$ cat config.mk
export PLATFORM = sky130hd
export DESIGN_NAME = sactx_top
export DESIGN_NICKNAME = d
export VERILOG_FILES = /design/src/core/sactx_pkg.sv /design/src/core/sactx_ctl_if.sv /design/src/core/sactx_sync_edge.sv /design/src/core/sactx_seq.sv /design/src/core/sactx_top.sv
export SDC_FILE = /design/constraint.sdc
export NUM_CORES = 1
export LEC_CHECK = 0
export BUFFER_PORTS_ARGS = -buffer_cell sky130_fd_sc_hd__buf_2
export CORE_AREA = 10 10 80 82
export DETAILED_ROUTE_END_ITERATION = 6
export DIE_AREA = 0 0 90 92
export GPL_ROUTABILITY_DRIVEN = 1
export PLACE_DENSITY = 0.76
export SYNTH_ARGS = -nofsm -noshare
export SYNTH_HDL_FRONTEND = slang
export SYNTH_SLANG_ARGS = --single-unit
$ cat constraint.sdc
create_clock -name pclk -period 1.36 [get_ports pclk]
set_input_delay 0.272 -clock pclk [delete_from_list [all_inputs] [get_ports pclk]]
set_output_delay 0.272 -clock pclk [all_outputs]
set_load 0.02 [all_outputs]
$ cat src/core/sactx_pkg.sv
// Package for the transmit configuration word control block.
// Assumes a 32-bit APB slave at byte offsets, one clock domain.
package sactx_pkg;
    // ------------------------------------------------------------
    // Register map
    // ------------------------------------------------------------
    localparam logic [11:0] TRANSMIT_CONFIG_WORD_CONTROL_CTRL_OFFSET = 12'h178;
    localparam logic [11:0] MODE_CTRL_OFFSET = 12'h17C;
    localparam logic [11:0] STATUS_OFFSET = 12'h184;
    // ------------------------------------------------------------
    // Field positions
    // ------------------------------------------------------------
    localparam int HW_AUTONEG_ENABLE_BIT = 31;
    localparam int SEND_CONFIG_SETS_BIT = 30;
    localparam int RSVD_HI_MSB = 29;
    localparam int RSVD_HI_LSB = 16;
    localparam int NEXT_PAGE_BIT = 15;
    localparam int PAUSE_MSB = 8;
    localparam int PAUSE_LSB = 7;
    localparam int HALF_DUPLEX_BIT = 6;
    localparam int FULL_DUPLEX_BIT = 5;
    // Writable advertised bits: 15, 13:12, 8:5; reserved 14, 11:9, 4:0
    localparam logic [15:0] WORD_WRITE_MASK = 16'hB1E0;
    // Bits loaded from nonvolatile memory: 8, 7, 5
    localparam logic [15:0] WORD_PRELOAD_MASK = 16'h01A0;
    localparam logic [15:0] WORD_RESET = 16'h0000;
    localparam logic MODE_SERDES_RESET = 1'b0;
    // ------------------------------------------------------------
    // Transmit selection
    // ------------------------------------------------------------
    typedef enum logic [1:0] {TX_DATA_IDLE, TX_CONFIG_SETS, TX_OFF} sactx_tx_sel_type;
endpackage : sactx_pkg

$ cat src/core/sactx_ctl_if.sv
// Interface carrying the control view from register file to negotiation sequencer.
// Assumes both ends share pclk.
`timescale 1ns/1ps
interface sactx_ctl_if;
    logic hw_enable;
    logic restart;
    logic send_config_sets;
    logic serdes_mode;
    logic [15:0] config_word;
    logic busy;
    modport regs (output hw_enable, output restart, output send_config_sets, output serdes_mode,
        output config_word, input busy);
    modport seq (input hw_enable, input restart, input send_config_sets, input serdes_mode,
        input config_word, output busy);
endinterface : sactx_ctl_if

$ cat src/core/sactx_sync_edge.sv
// Rising-edge detector for the receiver synchronised level.
// Assumes rx level is already synchronous to pclk.
`timescale 1ns/1ps
module sactx_sync_edge (
    input wire logic pclk,
    input wire logic presetn,
    input wire logic level,
    output logic rise
);
    typedef struct packed
    {
        logic prev;
        logic rise;
    } sactx_edge_type;
    sactx_edge_type state_reg;
    sactx_edge_type state_next;
    // Loss-to-sync transition
    always_comb
    begin
        state_next.prev = level;
        state_next.rise = level & ~state_reg.prev;
    end
    always_ff @(posedge pclk or negedge presetn)
    begin
        if (!presetn)
        begin
            state_reg <= '0;
        end
        else
        begin
            state_reg <= state_next;
        end
    end
    assign rise = state_reg.rise;
endmodule : sactx_sync_edge

$ cat src/core/sactx_seq.sv
// Negotiation transmit sequencer: picks /C/ sets, data or off and the word sent.
// Assumes a PCS encoder consumes tx_sel and tx_word and does 8b/10b itself.
`timescale 1ns/1ps
module sactx_seq (
    input wire logic pclk,
    input wire logic presetn,
    sactx_ctl_if.seq ctl,
    input wire logic resync,
    output logic [1:0] tx_sel,
    output logic [15:0] tx_word,
    output logic an_restart
);
    typedef struct packed
    {
        logic [1:0] sel;
        logic [15:0] word;
        logic restart;
    } sactx_seq_type;
    sactx_seq_type state_reg;
    sactx_seq_type state_next;
    // Off outside SerDes mode; else hardware mode sends the word in /C/ sets; software mode follows send bit
    always_comb
    begin
        state_next = state_reg;
        state_next.word = ctl.config_word;
        state_next.restart = ctl.hw_enable & (ctl.restart | resync);
        if (!ctl.serdes_mode)
        begin
            state_next.sel = sactx_pkg::TX_OFF;
        end
        else if (ctl.hw_enable)
        begin
            state_next.sel = sactx_pkg::TX_CONFIG_SETS;
        end
        else if (ctl.send_config_sets)
        begin
            state_next.sel = sactx_pkg::TX_CONFIG_SETS;
        end
        else
        begin
            state_next.sel = sactx_pkg::TX_DATA_IDLE;
        end
    end
    always_ff @(posedge pclk or negedge presetn)
    begin
        if (!presetn)
        begin
            state_reg <= '{sel: sactx_pkg::TX_OFF, word: sactx_pkg::WORD_RESET, restart: 1'b0};
        end
        else
        begin
            state_reg <= state_next;
        end
    end
    assign tx_sel = state_reg.sel;
    assign tx_word = state_reg.word;
    assign an_restart = state_reg.restart;
    assign ctl.busy = state_reg.restart;
endmodule : sactx_seq

$ cat src/core/sactx_top.sv
// Top of the transmit configuration word control block with its APB slave.
// Assumes APB master on pclk; nvm preload values are stable while nvm_load pulses.
`timescale 1ns/1ps
module sactx_top (
    input wire logic pclk,
    input wire logic presetn,
    input wire logic psel,
    input wire logic penable,
    input wire logic pwrite,
    input wire logic [11:0] paddr,
    input wire logic [31:0] pwdata,
    output logic [31:0] prdata,
    output logic pready,
    output logic pslverr,
    input wire logic nvm_load,
    input wire logic [15:0] nvm_word,
    input wire logic nvm_autoneg_enable,
    input wire logic rx_synchronized,
    output logic [1:0] tx_sel,
    output logic [15:0] tx_word,
    output logic an_restart
);
    // ------------------------------------------------------------
    // State
    // ------------------------------------------------------------
    typedef struct packed
    {
        logic hw_enable;
        logic send_config_sets;
        logic [15:0] word;
        logic serdes_mode;
        logic restart;
        logic ready;
        logic err;
        logic [31:0] rdata;
    } sactx_top_type;
    sactx_top_type state_reg;
    sactx_top_type state_next;
    sactx_ctl_if ctl ();
    logic resync;
    logic setup;
    logic wr;
    logic rd;
    logic [31:0] ctrl_view;
    // ------------------------------------------------------------
    // APB decode
    // ------------------------------------------------------------
    // No wait state: ready rises in the first access cycle, so read data comes from a flop
    assign setup = psel & ~penable;
    assign wr = psel & penable & state_reg.ready & pwrite;
    assign rd = setup & ~pwrite;
    // Reserved 29:16 forced to zero on read
    assign ctrl_view = {state_reg.hw_enable, state_reg.send_config_sets, 14'h0000, state_reg.word};
    // Register update and answer
    always_comb
    begin
        state_next = state_reg;
        state_next.restart = 1'b0;
        state_next.ready = setup;
        // Error flop only lives for the access cycle so pslverr can come straight from it
        state_next.err = setup & ~(paddr == sactx_pkg::TRANSMIT_CONFIG_WORD_CONTROL_CTRL_OFFSET || paddr == sactx_pkg::MODE_CTRL_OFFSET
            || paddr == sactx_pkg::STATUS_OFFSET);
        if (rd)
        begin
            case (paddr)
                sactx_pkg::TRANSMIT_CONFIG_WORD_CONTROL_CTRL_OFFSET: state_next.rdata = ctrl_view;
                sactx_pkg::MODE_CTRL_OFFSET: state_next.rdata = {31'h00000000, state_reg.serdes_mode};
                sactx_pkg::STATUS_OFFSET: state_next.rdata = {29'h00000000, tx_sel, an_restart};
                default: state_next.rdata = 32'h00000000;
            endcase
        end
        if (wr && !state_reg.err)
        begin
            case (paddr)
                sactx_pkg::TRANSMIT_CONFIG_WORD_CONTROL_CTRL_OFFSET:
                begin
                    state_next.hw_enable = pwdata[sactx_pkg::HW_AUTONEG_ENABLE_BIT];
                    state_next.send_config_sets = pwdata[sactx_pkg::SEND_CONFIG_SETS_BIT];
                    // Reserved word bits dropped so the link never sends them
                    state_next.word = pwdata[15:0] & sactx_pkg::WORD_WRITE_MASK;
                    state_next.restart = pwdata[sactx_pkg::HW_AUTONEG_ENABLE_BIT];
                end
                sactx_pkg::MODE_CTRL_OFFSET: state_next.serdes_mode = pwdata[0];
                default: state_next.serdes_mode = state_reg.serdes_mode;
            endcase
        end
        // Preload from nonvolatile memory after power-up or chip reset
        if (nvm_load)
        begin
            state_next.word = (state_reg.word & ~sactx_pkg::WORD_PRELOAD_MASK)
                | (nvm_word & sactx_pkg::WORD_PRELOAD_MASK);
            state_next.hw_enable = nvm_autoneg_enable;
        end
    end
    // Constant reset; nvm values are caught by the clocked load
    always_ff @(posedge pclk or negedge presetn)
    begin
        if (!presetn)
        begin
            state_reg <= '{hw_enable: 1'b0, send_config_sets: 1'b0, word: sactx_pkg::WORD_RESET,
                serdes_mode: sactx_pkg::MODE_SERDES_RESET, restart: 1'b0, ready: 1'b0, err: 1'b0,
                rdata: 32'h00000000};
        end
        else
        begin
            state_reg <= state_next;
        end
    end
    // ------------------------------------------------------------
    // Submodules
    // ------------------------------------------------------------
    assign ctl.hw_enable = state_reg.hw_enable;
    assign ctl.restart = state_reg.restart;
    assign ctl.send_config_sets = state_reg.send_config_sets;
    assign ctl.serdes_mode = state_reg.serdes_mode;
    assign ctl.config_word = state_reg.word;
    sactx_sync_edge u_edge (
        .pclk(pclk),
        .presetn(presetn),
        .level(rx_synchronized),
        .rise(resync)
    );
    sactx_seq u_seq (
        .pclk(pclk),
        .presetn(presetn),
        .ctl(ctl),
        .resync(resync),
        .tx_sel(tx_sel),
        .tx_word(tx_word),
        .an_restart(an_restart)
    );
    assign prdata = state_reg.rdata;
    assign pready = state_reg.ready;
    assign pslverr = state_reg.err;
endmodule : sactx_top

After elaboration in Yosys (flattened, before gate mapping)
Index checks and enable logic that the tools add are counted.
{"block": "classes", "eq_ne": 3, "muxes": 10, "bitwise_logic": 14, "reduce_logical": 9}
{"cell": "one-hot mux 32 bit (3 select lines)", "n": 1}
{"cell": "equality test 12 x 9 -> 1 bit (second input constant)", "n": 3}
{"cell": "two-way mux 20 bit", "n": 1}
{"cell": "two-way mux 18 bit", "n": 1}
{"cell": "two-way mux 16 bit", "n": 1}
{"cell": "OR 16 x 9 -> 16 bit", "n": 1}
{"cell": "AND 1 bit", "n": 8}
{"cell": "AND reduction 2 bit", "n": 3}
{"cell": "two-way mux 1 bit", "n": 4}
{"cell": "two-way mux 2 bit", "n": 2}
{"cell": "inverter 1 bit", "n": 4}
{"cell": "nonzero test 2 bit", "n": 2}
{"cell": "logical OR 1 bit", "n": 2}
{"cell": "logical AND 1 bit", "n": 1}
{"cell": "logical NOT 1 bit", "n": 1}
{"cell": "OR 1 bit", "n": 1}
{"block": "word_totals", "reg_bits": 75, "out_inout_bits": 53}

Longest topological paths before layout
{"block": "logic_depth", "ltp_word": 6, "ltp_mapped": 6, "ltp_nobuf": 4}

Cells and area by module
A second synthesis with hierarchy kept.
{"block": "hier_totals", "cells_unflattened": 166, "hier_area_um2": 1921.8}
{"mod": "sactx_top", "n_inst": 1, "cells_per_inst": 140, "area_per_inst_um2": 1355.0, "seq_area_each_um2": 650.6}
{"mod": "sactx_seq", "n_inst": 1, "cells_per_inst": 23, "area_per_inst_um2": 503.0, "seq_area_each_um2": 476.7}
{"mod": "sactx_sync_edge", "n_inst": 1, "cells_per_inst": 3, "area_per_inst_um2": 63.8, "seq_area_each_um2": 50.0}

Worst setup path after synthesis
No wires, ideal clock.
{"block": "synth_timing", "path_type": "register to register", "from": "register state_reg (netlist bit pslverr)", "to": "register state_reg (netlist bit ctl.config_word[12])", "setup_time_ps": 125, "arrival_time_ps": 1444, "t_required_ps": 1235, "setup_slack_ps": -208, "path_stages_with_launch": 5, "n_path_buf": 0, "synth_period_minus_slack_ps": 1568, "path_cell_list": "dfrtp_1 > and2b_2 > nand4_1 > nor3_4 > mux2_2"}
{"block": "synth_via", "elab_chain_cells": 4}
{"item": "start: declaration", "line_no": "sactx_top.sv:37", "text": "sactx_top_type state_reg;"}
{"item": "start signal: assignment", "line_no": "sactx_top.sv:100", "text": "state_reg <= '{hw_enable: 1'b0, send_config_sets: 1'b0, word: sactx_pkg::WORD_RESET,"}
{"item": "start signal: assignment", "line_no": "sactx_top.sv:106", "text": "state_reg <= state_next;"}
{"item": "logical NOT 1 bit", "line_no": "sactx_top.sv:72", "text": "if (wr && !state_reg.err)"}
{"item": "logical AND 1 bit", "line_no": "sactx_top.sv:72"}
{"item": "nonzero test 2 bit (no line)"}
{"item": "AND reduction 2 bit (no line)"}
Every way passes these cells.
A chain may end at the register's enable or synchronous reset.

Worst setup path after layout
{"block": "layout_timing", "from": "register state_reg (netlist bit pslverr)", "to": "register state_reg (netlist bit ctl.config_word[15])"}
Same word-level chain as after synthesis.

==> results.json <==
{
  "vias": 1326,
  "path_class": "reg2reg",
  "critPathCaptureType": "flop",
  "netlist_instances": 158,
  "antenna_found_initial": 0,
  "die_area_sq_mm": 0.00828,
  "syn_area_per_cell_sq_um": 11.0,
  "fin_hold_ws_ns": 0.0968,
  "die_w_microns": 90,
  "reg2reg_depth": 4,
  "yosysMostFrequentCell": "dfrtp_1",
  "ys_warn_count": 0,
  "hold_viol_final": 0,
  "initial_core_util_pct": 35.3,
  "avgViaCountPerCell": 4.38,
  "r2r-start": "pslverr",
  "fin_skew_ns": 0.00478,
  "drt-pass1-iter-count": 4,
  "numCtsBuffers": 5,
  "regArea_sq_um": 952,
  "max_freq_ghz": 0.656,
  "p_leak_nw": 1.25,
  "ys_ff_latch": 38,
  "grtUsageTotal_pct": 10.2,
  "synth_edf_count": 0,
  "worst_ep_required_time_ns": 1.54,
  "synth_top_family_by_area": "simple AND/OR/NAND/NOR gates",
  "muxShareOfSynthArea_pct": 3.25,
  "synth_top_area_share_pct": 53.4,
  "drive_above_1_share_pct": 45.1,
  "synth_commonest_cells": "37 x dfrtp_1, 29 x buf_4, 22 x nand2_1",
  "dieHeight_microns": 92,
  "finalCoreUtilization_pct": 46.0,
  "grt_pass1_vias": 1420,
  "row_count": 26,
  "clk_path_buf_depth": 2,
  "slew_viol_final": 0,
  "drt-initial-drc-count": 74,
  "fillCellCount": 470,
  "io_pins": 121,
  "overflow": 0,
  "synth_cell_types": 30,
  "clk_pin_slew_worst_paths_ns": 0.07,
  "period_minus_slack_ns": 1.52,
  "irDropWorstVdd_v": 0.000343,
  "rsz0062_at_grt": "yes",
  "antenna_cells": 0,
  "power_w": 0.00221,
  "multi_input_area_sq_um": 653,
  "postPlaceCellArea_sq_mm": 0.00207,
  "synthArstFlopShare_pct": 100,
  "place_congestion": 0.714,
  "synth_top_area_cell": "dfrtp_1",
  "final_antenna_net_count": 0,
  "final_area_sq_mm": 0.00226,
  "synthSimpleGateAreaFrac_pct": 22.0,
  "fin_crit_sh_pct": 112,
  "synthAdderAreaFrac_pct": 0,
  "violations": "setup timing",
  "synth_compound_area_share_pct": 5.49,
  "clock-sinks": 38,
  "synth_flop_cell": "dfrtp_1",
  "hold_class": "in2reg",
  "drcViolationCount": 0,
  "cts-root-buf": "clkbuf_8",
  "reg2reg_to": "ctl.config_word[15]",
  "ys_top_cells_by_area": "dfrtp_1 53%, buf_4 13%, nand2_1 4.8%, nand3_1 3.8%, mux2_2 3.2%",
  "synth.cell_area_sq_mm": 0.00173,
  "p_per_area_mw_per_mm2": 979,
  "synth_xor_area_share_pct": 0,
  "grt_pass1_wl_microns": 6850,
  "yosysSeqAreaShare_pct": 54.9,
  "largest_reg_flops": 13,
  "clkLatencyLatePin_ns": 0.29,
  "cts_tree": "done",
  "startpoint_type": "flop",
  "min_to": "u_edge.state_reg[1]",
  "hp-start": "rx_synchronized",
  "cap_violations": 0,
  "nets": 300,
  "dp_hpwl_microns": 3540,
  "path_max_fanout": 4,
  "core-area_sq_mm": 0.00491,
  "io_buffer_count": 62,
  "finalSetupViolCount": 9,
  "outcome": "finished, violations left",
  "syn_to_final_growth_pct": 30.3,
  "r2r_setup_slack_ns": -0.16,
  "crit_arrival_ns": 1.70,
  "hold_depth": 1,
  "dp_slack_ns": -0.406,
  "ctsHtreeMaxLevel": 2,
  "setup_ws_ns": -0.165,
  "drt_wl_total_microns": 4370,
  "grt_max_degree": 24,
  "wl_per_cell_microns": 14.4
}
## kinds of logic after synthesis
kind of cell | Yosys count
and+or+nand+nor | 63
DFF | 38
buffers and inverters | 35
AOI/OAI and AO/OA | 16
muxes | 5
other | 1
## metal layers
layer	up-vias	track usage, %	wire length, microns
li1	636	-	-
met1	642	10.2	1670
met2	42	18.5	2370
met3	6	3.50	246
met4	0	5.57	85
met5	-	0	0
## timing repair
action	in CTS	in global routing
hold buffers	1	0
buffers inserted	0	6
pin swaps	0	4
resized for setup	4	11
setup endpoints to repair	7	9
hold endpoints to repair	14	0
## cell type report
| type | instances | share of cell area, % |
|---|---|---|
| clock inverter | 1 | 0.222 |
| multi-input combinational | 107 | 28.9 |
| clock buffer | 7 | 3.82 |
| tap | 70 | 3.88 |
| sequential | 38 | 42.2 |
| timing repair buffer | 79 | 20.8 |
| inverter | 1 | 0.166 |
## worst max-delay path, stage by stage (launching register included)
cell     delay, ns
dfrtp_1       0.38
and2b_2       0.21
nand4_1       0.20
nor3_4        0.26
mux2_2        0.37
## metrics by stage
step / setup TNS [ns] / instances
floorplan: -0.910 / 180
global placement: -3.29 / 288
detailed placement: -3.91 / 288
CTS: -0.725 / 297
global route: -1.25 / 303
finish: -0.845 / 303
## where the power goes
part           total [W]  internal (W)  switching [W]
logic           0.000254     0.0000914       0.000163
registers        0.00117       0.00116      0.0000164
clock network   0.000784      0.000408       0.000375
total            0.00221       0.00166       0.000554
## cell usage in the layout, fill, tap and decap left out, types with 2 or more instances in the layout
cell      instances
a21oi_1           3
a22o_1            2
a31oi_1           4
and4_4            2
buf_2            60
buf_4            14
buf_6             3
clkbuf_8          6
conb_1           23
dfrtp_1          37
mux2_2            4
nand2_1          22
nand3_1          12
nand4_1           2
nor2_1            4
nor2b_1           8
nor4b_1           2
o21ai_2           5
## worst max-delay path by stage
| stage | from | to | slack, ns | cells after the start |
|---|---|---|---|---|
| detailed placement | paddr[10] | ctl.config_word[15] | -0.41 | 5 |
| global placement | paddr[10] | ctl.config_word[6] | -0.36 | 5 |
| finish | pslverr | ctl.config_word[15] | -0.16 | 4 |
| floorplan | pslverr | ctl.config_word[12] | -0.21 | 4 |
| global route | pslverr | ctl.config_word[15] | -0.21 | 4 |
| CTS | pslverr | ctl.config_word[15] | -0.19 | 4 |
Power figures use the tool's default switching activity.
